===== src/region_pkg.sv =====
/*
 Types and constants shared by the region fragment builder, its checker and its bench.
 Assumes one system clock domain and 32-bit output link words.
*/
package region_pkg;

    localparam int WORD_W = 32;
    localparam int LIMIT_W = 16;
    localparam int FIFO_DEPTH = 32;

    // Word tags in the top bits of each payload word.
    localparam logic [1:0] TAG_CLUSTER = 2'h0;
    localparam logic [2:0] TAG_JET = 3'h4;
    localparam logic [2:0] TAG_JET_ET = 3'h5;
    localparam logic [3:0] TAG_EX = 4'h4;
    localparam logic [3:0] TAG_EY = 4'h6;
    localparam logic [3:0] TAG_ET = 4'h5;
    localparam logic [7:0] TRAILER_MARK = 8'hE0;

    // Bit positions inside the common half of both status words.
    localparam int ST_CROSSING = 0;
    localparam int ST_EVENT_NUMBER = 1;
    localparam int ST_TIMEOUT = 2;
    localparam int ST_INTERNAL = 3;
    localparam int ST_TRANSPORT = 4;
    localparam int ST_FIFO = 5;
    // Bit positions inside the private half of status word 1.
    localparam int PV_SERIAL_LINK = 0;
    localparam int PV_CABLE_PARITY = 1;
    localparam int PV_INPUT_LINK = 2;
    // Bit positions inside the private half of status word 2.
    localparam int PV_TRUNCATION = 0;
    localparam int PV_TRIGGER_TIMEOUT = 1;

    typedef enum logic [2:0] {
        ITEM_CLUSTER, ITEM_JET, ITEM_JET_ET, ITEM_ENERGY, ITEM_CLOSE
    } item_kind_t;

    typedef struct packed {
        logic [1:0] crate;
        logic [3:0] module_num;
    } source_id_t;

    typedef struct packed {
        logic crossing_mismatch;
        logic arrival_timeout;
        logic fifo_overflow;
        logic serial_link_error;
        logic input_link_error;
        logic cable_parity_error;
        logic trigger_timeout;
        logic [7:0] trigger_type;
    } close_info_t;

    typedef struct packed {
        item_kind_t kind;
        logic [4:0] line;
        logic [1:0] lc;
        logic [2:0] frame;
        logic fwd;
        logic [7:0] thr_a;
        logic [7:0] thr_b;
        logic sat;
        logic err;
        logic [11:0] bunch_crossing_number;
        logic [14:0] ex;
        logic [14:0] ey;
        logic [14:0] et;
        logic [2:0] ovf;
        logic [3:0] sum_hits;
        logic [7:0] miss_hits;
        close_info_t info;
    } item_t;

    typedef struct packed {
        logic [1:0] tag;
        logic [1:0] crate;
        logic [3:0] module_num;
        logic [2:0] chip;
        logic [1:0] lc;
        logic zero;
        logic err;
        logic sat;
        logic [7:0] thr_hi;
        logic [7:0] thr_lo;
    } cluster_word_t;

    typedef struct packed {
        logic [2:0] tag;
        logic crate;
        logic [3:0] module_num;
        logic [2:0] frame;
        logic [1:0] lc;
        logic fwd;
        logic err;
        logic sat;
        logic [3:0] zero;
        logic [3:0] fwd_thr;
        logic [7:0] main_thr;
    } jet_word_t;

    typedef struct packed {
        logic [2:0] tag;
        logic err;
        logic [23:0] zero;
        logic [3:0] hits;
    } jet_et_word_t;

    typedef struct packed {
        logic [3:0] tag;
        logic err;
        logic [10:0] zero;
        logic ovf;
        logic [14:0] value;
    } energy_x_word_t;

    typedef struct packed {
        logic [3:0] tag;
        logic err;
        logic [6:0] zero;
        logic [3:0] hits;
        logic ovf;
        logic [14:0] value;
    } energy_y_word_t;

    typedef struct packed {
        logic [3:0] tag;
        logic err;
        logic [2:0] zero;
        logic [7:0] hits;
        logic ovf;
        logic [14:0] value;
    } energy_t_word_t;

    typedef struct packed {
        logic [15:0] private_bits;
        logic [15:0] common;
    } status_word_t;

    typedef struct packed {
        logic [7:0] marker;
        logic [23:0] count;
    } trailer_word_t;

    typedef struct packed {
        logic last;
        logic [WORD_W-1:0] data;
    } out_word_t;

endpackage : region_pkg


===== src/word_fifo.sv =====
/*
 Synchronous FIFO with a registered read stage.
 Assumes DEPTH is a power of two and a single clock.
*/
`timescale 1ns/1ps
module word_fifo #(
    parameter int WIDTH = 33,
    parameter int DEPTH = 32
) (
    input wire logic clk,
    input wire logic rst,
    input wire logic wr_valid,
    output logic wr_ready,
    input wire logic [WIDTH-1:0] wr_data,
    output logic rd_valid,
    input wire logic rd_ready,
    output logic [WIDTH-1:0] rd_data
);
    localparam int AW = $clog2(DEPTH);

    logic [WIDTH-1:0] mem [DEPTH];
    logic [AW-1:0] wptr, next_wptr, rptr, next_rptr;
    logic [AW:0] count, next_count;
    logic next_rd_valid;
    logic [WIDTH-1:0] next_rd_data;
    logic push, pop;

    assign wr_ready = (count != (AW+1)'(DEPTH));

    always_comb
    begin
        push = wr_valid && wr_ready;
        pop = (count != '0) && (!rd_valid || rd_ready);
        next_wptr = push ? AW'(wptr + 1'b1) : wptr;
        next_rptr = pop ? AW'(rptr + 1'b1) : rptr;
        next_count = count;
        if (push && !pop)
            next_count = (AW+1)'(count + 1'b1);
        else if (pop && !push)
            next_count = (AW+1)'(count - 1'b1);
        next_rd_valid = pop || (rd_valid && !rd_ready);
        next_rd_data = pop ? mem[rptr] : rd_data;
    end

    always_ff @(posedge clk or posedge rst)
    begin
        if (rst)
        begin
            wptr <= '0;
            rptr <= '0;
            count <= '0;
            rd_valid <= 1'b0;
            rd_data <= '0;
        end
        else
        begin
            wptr <= next_wptr;
            rptr <= next_rptr;
            count <= next_count;
            rd_valid <= next_rd_valid;
            rd_data <= next_rd_data;
        end
    end

    always_ff @(posedge clk)
    begin
        if (push)
            mem[wptr] <= wr_data;
    end

endmodule : word_fifo


===== src/region_fragment_builder.sv =====
/*
 Region fragment builder: formats decoded input items into payload words,
 suppresses empty words, enforces the payload word limit and closes each
 fragment with two status words and a trailer through an output FIFO.
 Assumes items of one event arrive in order and end with a close item.
*/
`timescale 1ns/1ps
// Summary of operation
// - Payload is flat; every addressed word carries crate, module, chip (frame in jet words), place.
// - Payload words of each fragment are counted against the programmed limit.
// - At the limit, later words are dropped and truncation flagged until the close item.
// - Cluster word: two maps, error, saturation; coordinates from line number and item lc bit 0.
// - Cluster module and crate numbers come from the source identifier.
// - Cluster word dropped when maps, saturation and error are all zero.
// - Jet word copies thresholds, saturation, location, frame, parity error, source.
// - Jet word dropped when twelve thresholds, saturation, parity error are zero.
// - Merger items are checked for crossing number before their fields are used.
// - One unaddressed jet energy word carries four hits and parity error.
// - Jet energy word dropped when hits and parity error are zero.
// - Energy region gives three unaddressed words: X, Y with sums, total.
// - The three energy words are never suppressed as empty; only the payload limit drops them.
// - Two status words precede the trailer; one means failure.
// - Event number mismatch and internal transfer error bits are always zero.
// - Status word 1 flags mismatch, timeout, overflow, link errors, and parity errors if the event had a merger item.
// - Transport error summary is the OR of the private bits of word 1.
// - Status word 2 has truncation and trigger timeout; timeout forces type zero.
module region_fragment_builder
    import region_pkg::*;
#(
    parameter int LIMIT_BITS = region_pkg::LIMIT_W,
    parameter int DEPTH = region_pkg::FIFO_DEPTH
) (
    input wire logic SYS_CLK,
    input wire logic RST,
    input wire logic IN_VALID,
    output logic IN_READY,
    input wire region_pkg::item_t IN_ITEM,
    input wire region_pkg::source_id_t SOURCE_ID,
    input wire logic [11:0] EXPECTED_BCN,
    input wire logic [LIMIT_BITS-1:0] PAYLOAD_WORD_LIMIT,
    output logic OUT_VALID,
    input wire logic OUT_READY,
    output logic [region_pkg::WORD_W-1:0] OUT_DATA,
    output logic OUT_LAST,
    output logic [7:0] TRIGGER_TYPE,
    output logic TRUNCATED
);
    import region_pkg::*;

    typedef enum {
        S_IDLE, S_WORD, S_EN_X, S_EN_Y, S_EN_T, S_STAT1, S_STAT2, S_TRAIL
    } state_t;

    state_t state, next_state;
    item_t item, next_item;
    logic [LIMIT_BITS-1:0] count, next_count;
    logic trunc, next_trunc;
    logic bcn_err, next_bcn_err;
    logic merger_seen, next_merger_seen;
    logic in_ready, next_in_ready;
    logic [7:0] trig_type, next_trig_type;
    logic truncated, next_truncated;

    logic wr_valid, wr_ready, keep, payload, at_limit;
    out_word_t wr_word, rd_word;
    cluster_word_t cw;
    jet_word_t jw;
    jet_et_word_t ew;
    energy_x_word_t xw;
    energy_y_word_t yw;
    energy_t_word_t tw;
    status_word_t s1, s2;
    trailer_word_t tr;

    assign IN_READY = in_ready;
    assign OUT_DATA = rd_word.data;
    assign OUT_LAST = rd_word.last;
    assign TRIGGER_TYPE = trig_type;
    assign TRUNCATED = truncated;

    // Word images for the item held in the working register.
    always_comb
    begin
        cw = '0;
        cw.tag = TAG_CLUSTER;
        cw.crate = SOURCE_ID.crate;
        cw.module_num = SOURCE_ID.module_num;
        cw.chip = item.line[3:1];
        cw.lc = {item.line[0], item.lc[0]};
        cw.err = item.err;
        cw.sat = item.sat;
        cw.thr_hi = item.thr_a;
        cw.thr_lo = item.thr_b;
        jw = '0;
        jw.tag = TAG_JET;
        jw.crate = SOURCE_ID.crate[0];
        jw.module_num = SOURCE_ID.module_num;
        jw.frame = item.frame;
        jw.lc = item.lc;
        jw.fwd = item.fwd;
        jw.err = item.err;
        jw.sat = item.sat;
        jw.fwd_thr = item.thr_b[3:0];
        jw.main_thr = item.thr_a;
        ew = '0;
        ew.tag = TAG_JET_ET;
        ew.err = item.err;
        ew.hits = item.thr_a[3:0];
        xw = '0;
        xw.tag = TAG_EX;
        xw.err = item.err;
        xw.ovf = item.ovf[2];
        xw.value = item.ex;
        yw = '0;
        yw.tag = TAG_EY;
        yw.err = item.err;
        yw.hits = item.sum_hits;
        yw.ovf = item.ovf[1];
        yw.value = item.ey;
        tw = '0;
        tw.tag = TAG_ET;
        tw.err = item.err;
        tw.hits = item.miss_hits;
        tw.ovf = item.ovf[0];
        tw.value = item.et;
    end

    // Closing words built from the close item and the event's own findings.
    always_comb
    begin
        s1 = '0;
        s1.common[ST_CROSSING] = bcn_err || item.info.crossing_mismatch;
        s1.common[ST_EVENT_NUMBER] = 1'b0;
        s1.common[ST_INTERNAL] = 1'b0;
        s1.common[ST_TIMEOUT] = item.info.arrival_timeout;
        s1.common[ST_FIFO] = item.info.fifo_overflow;
        s1.private_bits[PV_SERIAL_LINK] = item.info.serial_link_error;
        s1.private_bits[PV_INPUT_LINK] = item.info.input_link_error;
        s1.private_bits[PV_CABLE_PARITY] =
            item.info.cable_parity_error && merger_seen;
        s1.common[ST_TRANSPORT] = |s1.private_bits;
        s2 = '0;
        s2.private_bits[PV_TRUNCATION] = trunc;
        s2.private_bits[PV_TRIGGER_TIMEOUT] = item.info.trigger_timeout;
        tr.marker = TRAILER_MARK;
        tr.count = 24'(count);
    end

    // Sequencer: one word per state except S_IDLE, stalled while the FIFO is full.
    always_comb
    begin
        next_state = state;
        next_item = item;
        next_count = count;
        next_trunc = trunc;
        next_bcn_err = bcn_err;
        next_merger_seen = merger_seen;
        next_trig_type = trig_type;
        next_truncated = truncated;
        keep = 1'b0;
        payload = 1'b0;
        wr_word = '0;
        at_limit = (count >= PAYLOAD_WORD_LIMIT);
        case (state)
            S_IDLE:
            begin
                if (IN_VALID && in_ready)
                begin
                    next_item = IN_ITEM;
                    if (IN_ITEM.kind == ITEM_JET_ET ||
                        IN_ITEM.kind == ITEM_ENERGY)
                    begin
                        next_merger_seen = 1'b1;
                        if (IN_ITEM.bunch_crossing_number != EXPECTED_BCN)
                            next_bcn_err = 1'b1;
                    end
                    if (IN_ITEM.kind == ITEM_CLOSE)
                    begin
                        next_state = S_STAT1;
                        next_trig_type = IN_ITEM.info.trigger_timeout ?
                            8'h00 : IN_ITEM.info.trigger_type;
                    end
                    else if (IN_ITEM.kind == ITEM_ENERGY)
                        next_state = S_EN_X;
                    else
                        next_state = S_WORD;
                end
            end
            S_WORD:
            begin
                payload = 1'b1;
                case (item.kind)
                    ITEM_CLUSTER:
                    begin
                        wr_word.data = cw;
                        keep = |{item.thr_a, item.thr_b, item.sat,
                            item.err};
                    end
                    ITEM_JET:
                    begin
                        wr_word.data = jw;
                        keep = |{item.thr_a, item.thr_b[3:0], item.sat,
                            item.err};
                    end
                    default:
                    begin
                        wr_word.data = ew;
                        keep = |{item.thr_a[3:0], item.err};
                    end
                endcase
            end
            S_EN_X:
            begin
                payload = 1'b1;
                keep = 1'b1;
                wr_word.data = xw;
            end
            S_EN_Y:
            begin
                payload = 1'b1;
                keep = 1'b1;
                wr_word.data = yw;
            end
            S_EN_T:
            begin
                payload = 1'b1;
                keep = 1'b1;
                wr_word.data = tw;
            end
            S_STAT1:
            begin
                keep = 1'b1;
                wr_word.data = s1;
            end
            S_STAT2:
            begin
                keep = 1'b1;
                wr_word.data = s2;
            end
            S_TRAIL:
            begin
                keep = 1'b1;
                wr_word.data = tr;
                wr_word.last = 1'b1;
            end
            default:
            begin
                next_state = S_IDLE;
            end
        endcase

        // Payload beyond the limit is dropped and the event marked truncated.
        if (payload && keep && at_limit)
        begin
            keep = 1'b0;
            next_trunc = 1'b1;
        end
        wr_valid = keep;

        if (!keep || wr_ready)
        begin
            if (payload && keep)
                next_count = LIMIT_BITS'(count + 1'b1);
            case (state)
                S_WORD: next_state = S_IDLE;
                S_EN_X: next_state = S_EN_Y;
                S_EN_Y: next_state = S_EN_T;
                S_EN_T: next_state = S_IDLE;
                S_STAT1: next_state = S_STAT2;
                S_STAT2: next_state = S_TRAIL;
                S_TRAIL:
                begin
                    next_state = S_IDLE;
                    next_truncated = trunc;
                    next_count = '0;
                    next_trunc = 1'b0;
                    next_bcn_err = 1'b0;
                    next_merger_seen = 1'b0;
                end
                default: next_state = next_state;
            endcase
        end
        next_in_ready = (next_state == S_IDLE);
    end

    always_ff @(posedge SYS_CLK or posedge RST)
    begin
        if (RST)
        begin
            state <= S_IDLE;
            item <= '0;
            count <= '0;
            trunc <= 1'b0;
            bcn_err <= 1'b0;
            merger_seen <= 1'b0;
            in_ready <= 1'b0;
            trig_type <= '0;
            truncated <= 1'b0;
        end
        else
        begin
            state <= next_state;
            item <= next_item;
            count <= next_count;
            trunc <= next_trunc;
            bcn_err <= next_bcn_err;
            merger_seen <= next_merger_seen;
            in_ready <= next_in_ready;
            trig_type <= next_trig_type;
            truncated <= next_truncated;
        end
    end

    word_fifo #(
        .WIDTH($bits(out_word_t)),
        .DEPTH(DEPTH)
    ) u_fifo (
        .clk(SYS_CLK),
        .rst(RST),
        .wr_valid(wr_valid),
        .wr_ready(wr_ready),
        .wr_data(wr_word),
        .rd_valid(OUT_VALID),
        .rd_ready(OUT_READY),
        .rd_data(rd_word)
    );

endmodule : region_fragment_builder


===== config.mk =====
export PLATFORM = sky130hd
export DESIGN_NAME = region_fragment_builder
export DESIGN_NICKNAME = d
export VERILOG_FILES = /design/src/region_pkg.sv /design/src/word_fifo.sv /design/src/region_fragment_builder.sv
export SDC_FILE = /design/constraint.sdc
export NUM_CORES = 2
export LEC_CHECK = 0
export BUFFER_PORTS_ARGS = -buffer_cell sky130_fd_sc_hd__buf_2
export CORE_MARGIN = 10
export CORE_UTILIZATION = 45
export CTS_CLUSTER_SIZE = 40
export DETAILED_ROUTE_END_ITERATION = 12
export PLACE_DENSITY = 0.65
export SLEW_MARGIN = 10
export SYNTH_ARGS = -nofsm -noshare
export SYNTH_HDL_FRONTEND = slang
export SYNTH_SLANG_ARGS = --single-unit

===== constraint.sdc =====
create_clock -name SYS_CLK -period 11.65 [get_ports SYS_CLK]
set_input_delay 1.165 -clock SYS_CLK [delete_from_list [all_inputs] [get_ports SYS_CLK]]
set_output_delay 1.165 -clock SYS_CLK [all_outputs]
set_load 0.005 [all_outputs]

Word-level counts from Yosys, hierarchy flattened
Memory sizes are Yosys's and may differ from the RTL's. A register that Yosys moved wholly into a read port is not among the register bits.
Index checks and enable logic that the tools add are counted.
Operators by class
  $lt $le $gt $ge: 1
  multiplexer cells: 34
  eq/ne operators: 13
  add/sub/neg operators: 5
  reductions and logical operators: 38
Operators with widths (number)
  32-bit case mux with 7 select lines: 1
  32-bit case mux with 5 select lines: 1
  32-bit by 3-bit equality test with 1-bit output, second input constant: 4
  32-bit case mux with 2 select lines: 2
  32-bit by 2-bit equality test with 1-bit output, second input constant: 2
  32-bit logical NOT: 2
  32-bit 2-to-1 mux: 2
  32-bit by 1-bit equality test with 1-bit output, second input constant: 1
  16-bit 2-to-1 mux: 2
  1-bit 2-to-1 mux: 19
  18-bit OR reduction: 1
  16-bit by 1-bit adder with 16-bit output, second input constant: 1
  16-bit greater-or-equal comparator: 1
  14-bit OR reduction: 1
  6-bit 2-to-1 mux: 2
  12-bit inequality test: 1
  5-bit by 1-bit adder with 5-bit output, second input constant: 2
  1-bit logical AND: 10
  8-bit 2-to-1 mux: 1
  7-bit OR reduction: 1
  6-bit by 1-bit adder with 6-bit output, second input constant: 1
  3-bit by 2-bit equality test with 1-bit output, second input constant: 2
  6-bit inequality test, second input constant: 1
  2-bit AND reduction: 3
  16 further kinds: 27
Storage, ports and cells
  output and inout port bits: 44
  memory bits (writable): 1056
  bits of input ports: 157
  register bits: 176
  word-level logic and storage cells: 126
  memories kept: 1
Memory list
  u_fifo.mem: words 32, width 33, rd ports 1, clocked after memory_dff 1, wr ports 1, line word_fifo.sv:21  | logic [WIDTH-1:0] mem [DEPTH];

Depth between registers and ports, before layout
  depth in word-level cells: 11
  depth in mapped cells: 17
  mapped depth without buffers: 17

Hierarchy
A second synthesis with hierarchy kept.
Unflattened totals
  cells, all modules: 2814
  area total of the unflattened synthesis: 50584.8 sq um
By module, submodules not included
  word_fifo: times used 1, sequential area each 32961.6 sq um, area an instance 43007.5 sq um, cells each 2173
  region_fragment_builder: times used 1, sequential area each 3978.8 sq um, area an instance 7577.3 sq um, cells each 641

Worst setup path before layout
No wires, ideal clock.
  kind: in2reg
  start point: in PAYLOAD_WORD_LIMIT[13]
  end point: mem u_fifo.mem[13][0], enable pin
  cell stages on the path: 9
  buffers on the path: 0
  arrival time: 4158 ps
  library setup time: 423 ps
  slack: 7069 ps
  data required time: 11227 ps
  cells stage by stage: inv_1 > ha_1 > a211oi_1 > nor2_1 > a311oi_1 > nand3_1 > a21oi_4 > nand2_2 > nor2_1
On the way
  cells in the longest elaborated chain, start to end: 6
RTL lines
  from (decl): line region_fragment_builder.sv:40  | input wire logic [LIMIT_BITS-1:0] PAYLOAD_WORD_LIMIT,
  16-bit greater-or-equal comparator: line region_fragment_builder.sv:163  | at_limit = (count >= PAYLOAD_WORD_LIMIT);
  1-bit logical AND: line region_fragment_builder.sv:253  | if (payload && keep && at_limit)
  1-bit 2-to-1 mux: line region_fragment_builder.sv:253
  1-bit logical AND: line word_fifo.sv:32  | push = wr_valid && wr_ready;
  via u_fifo.push: line word_fifo.sv:26  | logic push, pop;
  1-bit 2-to-1 mux: line word_fifo.sv:67  | if (push)
  1-bit 2-to-1 mux (not written as such): line word_fifo.sv:68  | mem[wptr] <= wr_data;
  to (decl): line word_fifo.sv:21
The timed path passes the listed nets, and every way through them passes these cells.

==> flow_summary.yaml <==
detailed_routing:
  firstDrtPassIters: 5
  drc_errors: 0
  routed_wl_mm: 120
  ant_nets: 0
  vias_per_cell: 5.83
  vias: 24800
  first_iter_violations: 2724
  routedWlPerCell_um: 28.3
global_routing:
  grt_pass1_wl_mm: 177
  antenna_found_initial: 1
  track_usage_pct: 19.2
  grt_overflow: 0
  grt_pass1_vias: 26200
  grt_max_degree: 87
synth:
  synth_edf_count: 1056
  synthesis.area_per_instance_um2: 20.8
  ys_warn_count: 0
  postSynthCellCount: 2383
  synth_seq_area_share_pct: 74.4
  yosysUniqueCellTypes: 70
  yosysTopAreaCell: "edfxtp_1"
  synth-async-reset-ratio_pct: 16.5
  netlist_top_cells_area: "edfxtp_1 64%, mux4_2 15%, dfrtp_1 11%"
  ys.flop_type: "edfxtp_1"
  synth_top_area_share_pct: 63.9
  netlist_area_um2: 49700
  synth_seq_cells: 1265
final_layout:
  nets: 2856
  drive_above_1_share_pct: 33.8
  fin_cells: 4249
  final_design_area_no_fill_um2: 57100
  insertedDiodeCount: 0
  area_growth_syn_to_layout_pct: 14.9
sta:
  finalMaxSlewViolations: 0
  tightestPinTransition_ns: 1.25
  max_freq_mhz: 223
  hold_viol: 0
  finalClockSkew_ns: 0.0315
  period_share_pct: 38.6
  fin_crit_ns: 4.49
  setup_violations: 0
  fin_ws_ns: 7.16
  hold_ws_ns: 0.474
  fin_tns_setup_ns: 0
  relSlewSlack_pct: 16.1
  rsz0062_at_grt: "false"
placed_design:
  port_buffers: 199
  gp_congestion: 0.855
  placed_area_um2: 52800
  hpwl_mm: 69.2
  place_ws_ns: 6.62
  dp.cells: 4015
cts:
  clkTransAtPathRegs_ns: 0.06
  clock-sinks: 1265
  cts_max_level: 4
  cts_buffers: 130
  cts_hold_buf: 0
  tritoncts: "yes"
  cts.path.max_buffers: 3
  cts_setup_buffers: 0
  cts-resized-gates: 0
  root_buffer: "clkbuf_16"
  insertion_delay_ns: 0.73
run_status:
  status: "finished clean"
critical_path:
  worstSetupStartpointType: "register"
  timing.rr.end: "u_fifo.rd_data[7]"
  end_kind: "register"
  critPathArrivalTime_ns: 5.07
  reg2reg_depth: 6
  crit_end: "u_fifo.rd_data[7]"
  timing.rr.start: "u_fifo.rptr[1]"
  max_stage_delay_ns: 0.94
  cp_max_fo: 75
  cp-startpoint: "u_fifo.rptr[1]"
  crit_chain: "buf_4, buf_4, mux4_2, mux4_2, mux2i_1, o21ai_1"
  crit_path_top_delay_cell: "dfrtp_4"
  ff2ff_setup_slack_ns: 7.16
  cp.required_ns: 12.23
  critical_path_class: "register to register"
pwr:
  leakage_uw: 0.0214
  power_frac_seq_pct: 48.6
  irDropWorstVdd_mv: 0.146
  p_int_uw: 7890
  power_switching_uw: 2500
  power.density_nw_per_um2: 182
  sw_frac_of_total_pct: 24.0
  combPwrFrac_pct: 11.4
  power_frac_clock_pct: 40.0
floorplanning:
  core.rowCount: 121
  ios: 201
  die-width_um: 352
  die_area_um2: 124000
  initial_utilization_pct: 45.5
  dieHeight_um: 352
  coreArea_um2: 109000
worst_hold_path:
  hp-class: "register to register"
job:
  max_cap_viol_count: 0
==> worst max-delay path: cells and delay by family, from the launching register on <==
family / cells / cell delay (ns)
flip-flops: 1 / 0.94
buffers and inverters: 2 / 1.80
multiplexers: 3 / 1.19
AO/OA/AOI/OAI: 1 / 0.09
==> sequential cells by signal (all words and copies together), names as in the netlist, 5 cells and up <==
name            cells
state              32
u_fifo.count        6
TRIGGER_TYPE        8
cw                 23
u_fifo.rd_data     33
count              16
u_fifo.mem       1056
u_fifo.rptr         5
item               75
u_fifo.wptr         5
==> worst min-delay path by stage <==
stage	start	endpoint	slack, ns	depth (start not counted)
4_1_cts	u_fifo.rd_data[4]	u_fifo.rd_data[4]	0.48	2
6_report	u_fifo.rd_data[4]	u_fifo.rd_data[4]	0.47	2
3_3_place_gp	TRIGGER_TYPE[6]	TRIGGER_TYPE[6]	0.46	2
2_1_floorplan	bcn_err	bcn_err	0.46	2
5_1_grt	u_fifo.rd_data[2]	u_fifo.rd_data[2]	0.51	2
3_5_place_dp	TRIGGER_TYPE[5]	TRIGGER_TYPE[5]	0.47	2
==> kinds of logic (layout without fill, tap and decap cells) <==
group,after synthesis,after routing,share of synthesized area (%)
buf+inv,161,523,1.40
simple gates,252,252,2.40
other cells,1,29,0.00755
mux,471,471,18.1
xor+xnor,36,36,0.635
fa+ha+maj,28,28,0.721
flops,1265,1265,74.4
compound gates,169,169,2.41
==> synthesized netlist by cell type, types with 7 or more instances <==
library cell and count:
mux4_2 330, and2_1 7, o21ai_1 42, xnor2_1 14, a222oi_1 25, ha_1 27
and3_1 12, mux2_2 97, nor2_1 71, inv_1 34, xor2_1 22, nand2_1 88
dfrtp_1 209, mux2i_1 42, nor4_1 12, clkbuf_1 57, nand4_1 7, a22oi_1 11
o21ai_0 23, a21oi_1 16, buf_2 50, nand3_1 9, edfxtp_1 1056, nand2b_1 10
buf_1 12
==> metal layers <==
metal	wire length [µm]	up-vias	global-route usage, %	share of wire (%)
met5	0	-	0	0
met4	2930	0	5.50	2.4
met3	9060	189	4.02	7.5
met2	59700	1063	31.5	50
met1	48400	13200	25.7	40
li1	-	10300	-	-
==> power groups by stage <==
stage / clock network [µW] / logic, µW / registers, µW
after floorplan: 0 / 1060 / 4980
after global placement: 0 / 1210 / 5150
after detailed placement: 0 / 1220 / 5150
after CTS: 4240 / 1220 / 5060
after global routing: 4420 / 1280 / 5060
final: 4160 / 1180 / 5050
==> layout by cell type (no fill, tap or decap), types with 29 or more instances in the layout <==
cell / synthesis / final
buf_4: 3 / 53
mux2i_1: 42 / 42
o21ai_1: 42 / 42
clkbuf_1: 57 / 33
mux4_2: 330 / 330
inv_1: 34 / 32
dfrtp_1: 209 / 204
clkbuf_16: 0 / 138
nor2_4: 1 / 33
edfxtp_1: 1056 / 1056
nor2_1: 71 / 38
nand2_1: 88 / 88
buf_2: 50 / 199
conb_1: 1 / 29
mux2_2: 97 / 97
==> cell type report <==
cell class / instances / area, µm²
Clock inverter: 56 / 618
Tap cell: 1476 / 1850
Multi-Input combinational cell: 985 / 12400
Fill cell: 8459 / 52100
Timing Repair Buffer: 252 / 1390
Clock buffer: 178 / 3670
Sequential cell: 1265 / 37000
Inverter: 37 / 148
==> metrics by stage <==
step                      utilization (%)  power [µW]
after floorplan                         -        6040
after global placement               48.3        6360
after detailed placement             48.3        6370
after CTS                            52.3       10500
after global routing                 52.3       10800
final                                52.3       10400
Power figures use the tool's default switching activity.
